===== src/core/icfp_pkg.sv =====
package icfp_pkg;

  // register byte addresses on the bus
  localparam logic [11:0] ADDR_EDGE_CTRL  = 12'h000;
  localparam logic [11:0] ADDR_EXT12_CTRL = 12'h004;
  localparam logic [11:0] ADDR_FLAGS_1    = 12'h008;
  localparam logic [11:0] ADDR_FLAGS_2    = 12'h00C;

  // edge_pullup_priority_ctrl fields
  localparam int EC_PULLUP_DIS = 7;
  localparam int EC_EDGE0      = 6;
  localparam int EC_EDGE1      = 5;
  localparam int EC_EDGE2      = 4;
  localparam int EC_TMR0_PRIO  = 2;
  localparam int EC_PORT_PRIO  = 0;
  localparam logic [7:0] EC_RESET = 8'hF5;
  localparam logic [7:0] EC_MASK  = 8'hF5;

  // ext_irq12_ctrl fields
  localparam int X_IRQ2_PRIO = 7;
  localparam int X_IRQ1_PRIO = 6;
  localparam int X_IRQ2_EN   = 4;
  localparam int X_IRQ1_EN   = 3;
  localparam int X_IRQ2_FLAG = 1;
  localparam int X_IRQ1_FLAG = 0;
  localparam logic [7:0] X_RESET = 8'hC0;
  localparam logic [7:0] X_MASK  = 8'hDB;

  // periph_request_flags_1 fields
  localparam int F1_PSP    = 7;
  localparam int F1_ADC    = 6;
  localparam int F1_RX     = 5;
  localparam int F1_TX     = 4;
  localparam int F1_SSP    = 3;
  localparam int F1_CCP1   = 2;
  localparam int F1_TMR2   = 1;
  localparam int F1_TMR1   = 0;
  localparam logic [7:0] F1_RESET   = 8'h00;
  // software may set or clear the sticky bits; rx and tx are status
  localparam logic [7:0] F1_SW_MASK = 8'hCF;

  // periph_request_flags_2 fields
  localparam int F2_OSC    = 7;
  localparam int F2_CMP    = 6;
  localparam int F2_NVM    = 4;
  localparam int F2_BCOL   = 3;
  localparam int F2_VDET   = 2;
  localparam int F2_TMR3   = 1;
  localparam int F2_ECCP   = 0;
  localparam logic [7:0] F2_RESET   = 8'h00;
  localparam logic [7:0] F2_SW_MASK = 8'hDF;

  // interrupt vectors
  localparam logic [23:0] VEC_HIGH = 24'h000008;
  localparam logic [23:0] VEC_LOW  = 24'h000018;

  // capture/compare unit modes
  typedef enum logic [1:0] {
    ICFP_CC_CAPTURE = 2'b00,
    ICFP_CC_COMPARE = 2'b01,
    ICFP_CC_PWM     = 2'b10
  } icfp_cc_mode_t;

  // one-cycle event pulses from the peripherals
  typedef struct packed {
    logic psp_access;
    logic adc_done;
    logic ssp_done;
    logic ccp1_capture;
    logic ccp1_compare;
    logic tmr2_match;
    logic tmr1_ovf;
    logic osc_fail;
    logic cmp_change;
    logic nvm_write_done;
    logic bus_collision;
    logic low_voltage;
    logic tmr3_ovf;
    logic eccp_capture;
    logic eccp_compare;
  } icfp_events_t;

  // enables kept outside this block
  typedef struct packed {
    logic priority_mode_enable;
    logic global_irq_enable;
    logic global_low_enable;
    logic tmr0_enable;
    logic port_change_enable;
    logic [7:0] flags1_enable;
    logic [7:0] flags2_enable;
  } icfp_enables_t;

  typedef struct packed {
    logic [7:0]  edge_ctrl;
    logic [7:0]  ext12;
    logic [7:0]  flags1;
    logic [7:0]  flags2;
    logic [2:0]  pin_s1;
    logic [2:0]  pin_s2;
    logic [2:0]  pin_d;
    logic [31:0] prdata;
    logic        pready;
    logic        pslverr;
    logic        irq_req;
    logic [23:0] irq_vector;
    logic [7:0]  pullup_en;
  } icfp_state_t;

endpackage : icfp_pkg


===== src/core/icfp_regs.sv =====
// Design decisions made here: the register offsets and the APB register port.
`timescale 1ns/1ps
module icfp_regs (
  // clock and reset
  input  wire logic                   clock,
  input  wire logic                   rst,
  // apb slave
  input  wire logic                   psel,
  input  wire logic                   penable,
  input  wire logic                   pwrite,
  input  wire logic [11:0]            paddr,
  input  wire logic [31:0]            pwdata,
  input  wire logic [3:0]             pstrb,
  output logic      [31:0]            prdata,
  output logic                        pready,
  output logic                        pslverr,
  // external interrupt pins, asynchronous
  input  wire logic [2:0]             ext_irq_pin,
  // port b latches, same clock
  input  wire logic [7:0]             port_b_latch,
  // peripheral status and events, same clock
  input  wire icfp_pkg::icfp_events_t events,
  input  wire icfp_pkg::icfp_cc_mode_t capcomp1_mode,
  input  wire icfp_pkg::icfp_cc_mode_t enh_capcomp_mode,
  input  wire logic                   rx_buffer_full,
  input  wire logic                   tx_buffer_empty,
  // enables and timer0/port-change flags kept by the core
  input  wire icfp_pkg::icfp_enables_t enables,
  input  wire logic                   timer0_ovf_flag,
  input  wire logic                   port_change_flag,
  // towards the core and the port
  output logic                        ext_irq0_event,
  output logic                        irq_req,
  output logic      [23:0]            irq_vector,
  output logic      [7:0]             pullup_en,
  output logic      [7:0]             edge_ctrl_q,
  output logic      [7:0]             ext12_q,
  output logic      [7:0]             flags1_q,
  output logic      [7:0]             flags2_q
);

  icfp_pkg::icfp_state_t st_ff;
  icfp_pkg::icfp_state_t nxt_st;
  logic                  ext0_ev_ff;
  logic                  nxt_ext0_ev;

  logic       setup, access, wr, rd;
  logic [7:0] wb;
  logic [2:0] edge_sel;
  logic [2:0] edge_hit;
  logic [7:0] set1, set2;
  logic [7:0] hi_pend, lo_pend;
  logic       any_hi, any_lo, want_hi, want_lo;
  logic [7:0] prio1, prio2;

  assign setup  = psel && !penable;
  assign access = psel && penable;
  assign wr     = access && pwrite && pstrb[0];
  assign rd     = access && !pwrite;
  assign wb     = pwdata[7:0];

  assign edge_sel = {st_ff.edge_ctrl[icfp_pkg::EC_EDGE2],
                     st_ff.edge_ctrl[icfp_pkg::EC_EDGE1],
                     st_ff.edge_ctrl[icfp_pkg::EC_EDGE0]};

  // edge detect on the second synchroniser stage and its delayed copy
  genvar g;
  generate
    for (g = 0; g < 3; g++)
    begin : g_edge
      assign edge_hit[g] = edge_sel[g] ? (st_ff.pin_s2[g] && !st_ff.pin_d[g])
                                       : (!st_ff.pin_s2[g] && st_ff.pin_d[g]);
    end
  endgenerate

  // hardware set terms, independent of any enable
  always_comb
  begin
    set1 = 8'h00;
    set2 = 8'h00;
    set1[icfp_pkg::F1_PSP]  = events.psp_access;
    set1[icfp_pkg::F1_ADC]  = events.adc_done;
    set1[icfp_pkg::F1_SSP]  = events.ssp_done;
    set1[icfp_pkg::F1_CCP1] =
      (capcomp1_mode == icfp_pkg::ICFP_CC_CAPTURE && events.ccp1_capture) ||
      (capcomp1_mode == icfp_pkg::ICFP_CC_COMPARE && events.ccp1_compare);
    set1[icfp_pkg::F1_TMR2] = events.tmr2_match;
    set1[icfp_pkg::F1_TMR1] = events.tmr1_ovf;
    set2[icfp_pkg::F2_OSC]  = events.osc_fail;
    set2[icfp_pkg::F2_CMP]  = events.cmp_change;
    set2[icfp_pkg::F2_NVM]  = events.nvm_write_done;
    set2[icfp_pkg::F2_BCOL] = events.bus_collision;
    set2[icfp_pkg::F2_VDET] = events.low_voltage;
    set2[icfp_pkg::F2_TMR3] = events.tmr3_ovf;
    set2[icfp_pkg::F2_ECCP] =
      (enh_capcomp_mode == icfp_pkg::ICFP_CC_CAPTURE && events.eccp_capture) ||
      (enh_capcomp_mode == icfp_pkg::ICFP_CC_COMPARE && events.eccp_compare);
  end

  // priority per flag bit; every bit, flags1 and flags2 alike, reads low priority
  assign prio1 = 8'h00;
  assign prio2 = 8'h00;

  // pending requests split by priority
  always_comb
  begin
    hi_pend = 8'h00;
    lo_pend = 8'h00;
    // timer0, port change, ext irq 2, ext irq 1, peripherals
    if (enables.tmr0_enable && timer0_ovf_flag)
    begin
      if (st_ff.edge_ctrl[icfp_pkg::EC_TMR0_PRIO])
        hi_pend[0] = 1'b1;
      else
        lo_pend[0] = 1'b1;
    end
    if (enables.port_change_enable && port_change_flag)
    begin
      if (st_ff.edge_ctrl[icfp_pkg::EC_PORT_PRIO])
        hi_pend[1] = 1'b1;
      else
        lo_pend[1] = 1'b1;
    end
    if (st_ff.ext12[icfp_pkg::X_IRQ2_EN] && st_ff.ext12[icfp_pkg::X_IRQ2_FLAG])
    begin
      if (st_ff.ext12[icfp_pkg::X_IRQ2_PRIO])
        hi_pend[2] = 1'b1;
      else
        lo_pend[2] = 1'b1;
    end
    if (st_ff.ext12[icfp_pkg::X_IRQ1_EN] && st_ff.ext12[icfp_pkg::X_IRQ1_FLAG])
    begin
      if (st_ff.ext12[icfp_pkg::X_IRQ1_PRIO])
        hi_pend[3] = 1'b1;
      else
        lo_pend[3] = 1'b1;
    end
    // peripheral priority bits live outside; count them as low
    lo_pend[4] = |(st_ff.flags1 & enables.flags1_enable & ~prio1);
    lo_pend[5] = |(st_ff.flags2 & enables.flags2_enable & ~prio2);
  end

  assign any_hi = |hi_pend;
  assign any_lo = |lo_pend;

  always_comb
  begin
    if (enables.priority_mode_enable)
    begin
      want_hi = any_hi && enables.global_irq_enable;
      want_lo = any_lo && enables.global_low_enable;
    end
    else
    begin
      // compatibility mode: priority bits ignored, one vector
      want_hi = enables.global_irq_enable &&
                (|hi_pend[3:0] || |lo_pend[3:0] ||
                 (enables.global_low_enable && (lo_pend[4] || lo_pend[5])));
      want_lo = 1'b0;
    end
  end

  always_comb
  begin
    nxt_st      = st_ff;
    nxt_ext0_ev = edge_hit[0];
    // two-stage pin synchroniser, then a delayed copy for edges
    nxt_st.pin_s1 = ext_irq_pin;
    nxt_st.pin_s2 = st_ff.pin_s1;
    nxt_st.pin_d  = st_ff.pin_s2;

    if (wr && paddr == icfp_pkg::ADDR_EDGE_CTRL)
      nxt_st.edge_ctrl = wb & icfp_pkg::EC_MASK;
    else if (wr && paddr == icfp_pkg::ADDR_EXT12_CTRL)
      nxt_st.ext12 = wb & icfp_pkg::X_MASK;

    // software writes of sticky flags; set wins below
    if (wr && paddr == icfp_pkg::ADDR_FLAGS_1)
      nxt_st.flags1 = (st_ff.flags1 & ~icfp_pkg::F1_SW_MASK) |
                      (wb & icfp_pkg::F1_SW_MASK);
    if (wr && paddr == icfp_pkg::ADDR_FLAGS_2)
      nxt_st.flags2 = wb & icfp_pkg::F2_SW_MASK;

    nxt_st.ext12[icfp_pkg::X_IRQ1_FLAG] = nxt_st.ext12[icfp_pkg::X_IRQ1_FLAG]
                                          | edge_hit[1];
    nxt_st.ext12[icfp_pkg::X_IRQ2_FLAG] = nxt_st.ext12[icfp_pkg::X_IRQ2_FLAG]
                                          | edge_hit[2];
    nxt_st.flags1 = nxt_st.flags1 | set1;
    nxt_st.flags2 = nxt_st.flags2 | set2;
    // read-only buffer status bits
    nxt_st.flags1[icfp_pkg::F1_RX] = rx_buffer_full;
    nxt_st.flags1[icfp_pkg::F1_TX] = tx_buffer_empty;

    // zero-wait apb: ready in the access cycle
    nxt_st.pready  = setup;
    nxt_st.pslverr = 1'b0;
    nxt_st.prdata  = 32'h0000_0000;
    if (setup)
    begin
      if (paddr == icfp_pkg::ADDR_EDGE_CTRL)
        nxt_st.prdata = {24'h000000, st_ff.edge_ctrl};
      else if (paddr == icfp_pkg::ADDR_EXT12_CTRL)
        nxt_st.prdata = {24'h000000, st_ff.ext12};
      else if (paddr == icfp_pkg::ADDR_FLAGS_1)
        nxt_st.prdata = {24'h000000, st_ff.flags1};
      else if (paddr == icfp_pkg::ADDR_FLAGS_2)
        nxt_st.prdata = {24'h000000, st_ff.flags2};
      else
        nxt_st.pslverr = 1'b1;
    end

    nxt_st.irq_req    = want_hi || want_lo;
    nxt_st.irq_vector = want_hi ? icfp_pkg::VEC_HIGH :
                        (want_lo ? icfp_pkg::VEC_LOW : st_ff.irq_vector);
    nxt_st.pullup_en = st_ff.edge_ctrl[icfp_pkg::EC_PULLUP_DIS] ? 8'h00
                                                                : port_b_latch;
  end

  always_ff @(posedge clock)
  begin
    if (rst)
    begin
      st_ff            <= '0;
      st_ff.edge_ctrl  <= icfp_pkg::EC_RESET;
      st_ff.ext12      <= icfp_pkg::X_RESET;
      st_ff.flags1     <= icfp_pkg::F1_RESET;
      st_ff.flags2     <= icfp_pkg::F2_RESET;
      st_ff.irq_vector <= icfp_pkg::VEC_HIGH;
      // keep the pin chain tracking in reset: a high pin gives no false edge
      st_ff.pin_s1     <= ext_irq_pin;
      st_ff.pin_s2     <= st_ff.pin_s1;
      st_ff.pin_d      <= st_ff.pin_s2;
      ext0_ev_ff       <= 1'b0;
    end
    else
    begin
      st_ff      <= nxt_st;
      ext0_ev_ff <= nxt_ext0_ev;
    end
  end

  assign prdata         = st_ff.prdata;
  assign pready         = st_ff.pready;
  assign pslverr        = st_ff.pslverr;
  assign irq_req        = st_ff.irq_req;
  assign irq_vector     = st_ff.irq_vector;
  assign pullup_en      = st_ff.pullup_en;
  assign ext_irq0_event = ext0_ev_ff;
  assign edge_ctrl_q    = st_ff.edge_ctrl;
  assign ext12_q        = st_ff.ext12;
  assign flags1_q       = st_ff.flags1;
  assign flags2_q       = st_ff.flags2;

  // assertions
  ext_set_wins_a: assert property (@(posedge clock) disable iff (rst)
    edge_hit[1] |=> st_ff.ext12[icfp_pkg::X_IRQ1_FLAG])
    else $error("ext irq1 edge lost");

  flag_sticky_a: assert property (@(posedge clock) disable iff (rst)
    (st_ff.flags1[icfp_pkg::F1_ADC] && !(wr && paddr == icfp_pkg::ADDR_FLAGS_1))
    |=> st_ff.flags1[icfp_pkg::F1_ADC])
    else $error("converter flag dropped without a write");

  set_beats_clear_a: assert property (@(posedge clock) disable iff (rst)
    (events.tmr3_ovf && wr && paddr == icfp_pkg::ADDR_FLAGS_2)
    |=> st_ff.flags2[icfp_pkg::F2_TMR3])
    else $error("timer3 event lost to clear");

  reserved_zero_a: assert property (@(posedge clock) disable iff (rst)
    !st_ff.edge_ctrl[3] && !st_ff.edge_ctrl[1] && !st_ff.ext12[5] &&
    !st_ff.ext12[2] && !st_ff.flags2[5])
    else $error("reserved bit set");

  pullup_off_a: assert property (@(posedge clock) disable iff (rst)
    st_ff.edge_ctrl[icfp_pkg::EC_PULLUP_DIS]
    |=> pullup_en == 8'h00)
    else $error("pull-up enabled while disabled");

  rx_mirror_a: assert property (@(posedge clock) disable iff (rst)
    rx_buffer_full |=> st_ff.flags1[icfp_pkg::F1_RX])
    else $error("receive flag not following buffer");

  compat_vec_a: assert property (@(posedge clock) disable iff (rst)
    (!enables.priority_mode_enable && want_hi)
    |=> irq_req && irq_vector == icfp_pkg::VEC_HIGH)
    else $error("compat mode vector wrong");

  pwm_no_flag_a: assert property (@(posedge clock) disable iff (rst)
    (capcomp1_mode == icfp_pkg::ICFP_CC_PWM && !st_ff.flags1[icfp_pkg::F1_CCP1]
     && !(wr && paddr == icfp_pkg::ADDR_FLAGS_1))
    |=> !st_ff.flags1[icfp_pkg::F1_CCP1])
    else $error("capcomp1 flag set in pwm mode");

endmodule : icfp_regs


===== config.mk =====
export PLATFORM = sky130hd
export DESIGN_NAME = icfp_regs
export DESIGN_NICKNAME = d
export VERILOG_FILES = /design/src/core/icfp_pkg.sv /design/src/core/icfp_regs.sv
export SDC_FILE = /design/constraint.sdc
export NUM_CORES = 1
export LEC_CHECK = 0
export BUFFER_PORTS_ARGS = -buffer_cell sky130_fd_sc_hd__buf_2
export CORE_AREA = 2 2 90 92
export DETAILED_ROUTE_END_ITERATION = 6
export DIE_AREA = 0 0 92 94
export GPL_ROUTABILITY_DRIVEN = 0
export HOLD_SLACK_MARGIN = 0.15
export PLACE_DENSITY_LB_ADDON = 0.08
export SETUP_SLACK_MARGIN = 0.15
export SLEW_MARGIN = 30
export SYNTH_ARGS = -nofsm -noshare
export SYNTH_HDL_FRONTEND = slang
export SYNTH_SLANG_ARGS = --single-unit
export TNS_END_PERCENT = 100

===== constraint.sdc =====
create_clock -name clock -period 2 [get_ports clock]
set_input_delay 0.4 -clock clock [delete_from_list [all_inputs] [get_ports clock]]
set_output_delay 0.4 -clock clock [all_outputs]
set_load 0.005 [all_outputs]

==> metrics.txt <==
status=finished, final reports clean; Final Critical Period=1680 ps; post-CTS setup buffer count=0; register area share after synthesis=0.381; XOR/XNOR Fraction of Synth Area=0; Syn Std Cell Area=2990 sq um; Resized Gates After CTS=0; routed vias/inst=4.34; number of global-route vias before repair=1,970; die height=94 um; Antenna Violating Nets Remaining=0; crit-path max cell delay=360 ps; Hold Fails Final Rpt=0; initial antenna violation count=0; CTS root buffer=clkbuf_8; largest family of logic cells by synthesized area=buffers and inverters; largest fanout on the critical path=4; Final Cycle Share=0.839; crit-path most repeated cell=o211a_1; Pwr per Cell Area=746 nW/um^2; Syn. warnings=0; Place WS=118 ps; GRT Total Usage=0.167; fmax=596 MHz; TritonCTS clock tree=done; final setup margin=322 ps; hold_buf cts=1; flop-to-flop setup slack=320 ps; CP delay by family, top=compound AO/OA/AOI/OAI gates; Hold Path Class=input port to flip-flop; CTS Buf Count=9; mux contribution to synthesized area=0.104; Die Span X=92 um; core area=7610 sq um; Syn Area/Cell=9.38 sq um; Overall Power=0.00262 W; Cells after Synth=319; total gr overflow=0; Max IR drop VDD=0.365 mV; I/O pins=208; WL/cell=14.1 um; DRT Pass-1 Iters=4; clock tree buffer depth=2; clock slew at reported path FFs=60 ps; synthesis-to-layout area growth=17.1%; drt drc=0; endpoints failing setup=0; # rows=32; Buf/Inv on CP=0; fin. max-slew vios=0; Final Hold Slack=169 ps; layout cell share with drive strength beyond 1=0.389; Max Cap Violations=0; DRT iter0 DRCs=56; Clock Skew=6.20 ps; WP data required=2230 ps; die area=8650 sq um; Post-Synth Simple-Gate Area=0.159; CTS HTree Levels=3; Worst Path Arrival=1910 ps; Synth Area in Adders=0; CP Cell Sequence=a222oi_1, and3_1, nand4_1, o211a_1, o211a_1; post-synth cell types=38; clock latency at the later pin of the worst-skew pair=330 ps; Port-buffer cells=127; static leakage=1.75 nW; Crit. End Element=flip-flop; setup TNS=0 ps; #FFs+latches synth=57; compound-cell area share of the yosys netlist=0.0941; critical path type=flip-flop to flip-flop; Initial Utilization=0.393; first-pass GRT wire length=10.7 mm; DRT Wirelength=7.39 mm; Antenna Cells=0; Setup crit start kind=flip-flop; Layout Nets=525; pin count of the biggest net entering global routing=15; CP max stage cell=dfxtp_1; CTS Sinks=57; routed vias=2,275; DP HPWL=5.74 mm; RSZ-0062 raised after global routing=false
-- cells in the mapped netlist --
master     instances  area (sq um)
clkbuf_1           4          15.0
buf_2              1          5.00
a31oi_1            9          56.3
and4_1             1          8.76
o211a_1            2          20.0
a211oi_1           1          7.51
or2_2              1          6.26
a21oi_1           19          95.1
dfxtp_1           57          1140
o21ai_1            1          5.00
nor4_4             2          42.5
nor3b_1            1          7.51
and2_1             8          50.1
inv_1              6          22.5
a22oi_1            6          45.0
buf_4             96           721
a2bb2oi_1          1          8.76
buf_1              2          7.51
a22o_1             2          17.5
conb_1             2          7.51
nor2_1            21          78.8
nand4_1            4          25.0
mux2i_1           22           220
a222oi_1           1          10.0
nor2b_1            5          31.3
and3_1             5          31.3
nand3b_1           4          30.0
mux4_2             3          67.6
mux2_2             2          22.5
clkinv_1           1          3.75
nand4_4            1          21.3
nor3_1             1          5.00
a221oi_1           1          8.76
nor3_4             2          32.5
nor3b_4            1          18.8
o211ai_1           1          7.51
nand2_1           18          67.6
nand3_1            4          20.0
-- final cells by class --
class	instances	area [sq um]
clock inverters	2	35.0
flip-flops and latches	57	1140
inverters	7	26.3
fillers	781	4100
multi-input cells	202	1260
well taps	102	128
clock buffers	14	173
repair buffers	140	738
-- sequential cells by signal, indices dropped and copies added (netlist names), 3 cells and up --
| signal | count |
|---|---|
| pullup_en | 8 |
| flags1_q | 8 |
| prdata | 8 |
| nxt_st | 6 |
| ext12_q | 6 |
| st_ff | 3 |
| flags2_q | 7 |
| edge_ctrl_q | 6 |
-- placed cells by master, fill, tap and decap left out, drive strengths merged, types with 2 or more instances in the layout --
cell type	count
mux2	2
nor3b	2
o211a	2
nor2	21
mux2i	22
nand3	4
dlygate4sd3	2
nand4	5
a22o	2
buf	138
nor2b	5
clkinv	2
a31oi	9
clkbuf	14
nor4	2
conb	52
a22oi	6
a21oi	19
nor3	3
nand3b	4
nand2	18
inv	6
and2	8
dfxtp	57
and3	5
mux4	3
-- worst reg2reg max path: cells and delay by family (launching register included) --
kind,cells,cell delay [ps]
compound gates,3,760
flops,1,360
simple gates,2,450
-- routing by layer --
metal  track usage  part of all wire  vias up
li1              -                 -     1142
met1         0.211              0.43     1023
met2         0.268              0.49      106
met3        0.0474             0.068        4
met4        0.0709            0.0081        0
met5             0                 0        -
-- cell families (layout without fill, tap and decap cells) --
family / count (synthesis) / count (layout)
multiplexers: 27 / 27
AND/OR/NAND/NOR: 79 / 79
other: 2 / 52
buffers and inverters: 110 / 163
AO/OA/AOI/OAI: 44 / 44
flip-flops: 57 / 57
-- through the flow --
step / util / instances / instance area [sq um]
after floorplan: - / 369 / 3180
after global routing: 0.461 / 524 / 3500
after CTS: 0.459 / 523 / 3490
after global placement: 0.431 / 506 / 3280
after detailed placement: 0.431 / 506 / 3280
final: 0.461 / 524 / 3500
-- report_power, final --
| group | leakage [nW] | internal [W] | switching, W | total [W] |
|---|---|---|---|---|
| Combinational | 1.18 | 0.000138 | 0.000143 | 0.000281 |
| Clock | 0.107 | 0.000677 | 0.000448 | 0.00112 |
| Sequential | 0.469 | 0.00117 | 0.0000347 | 0.00121 |
| Total | 1.75 | 0.00199 | 0.000625 | 0.00262 |
-- path summary, 6_finish.rpt --
path | cells after the start | start | end
max | 5 | flags2_q[0] | irq_vector[4]
min | 1 | ext_irq_pin[2] | nxt_st[72]
max reg2reg | 5 | flags2_q[0] | irq_vector[4]
min reg2reg | 0 | nxt_st[72] | nxt_st[69]
(Power assumes the default switching activity.)
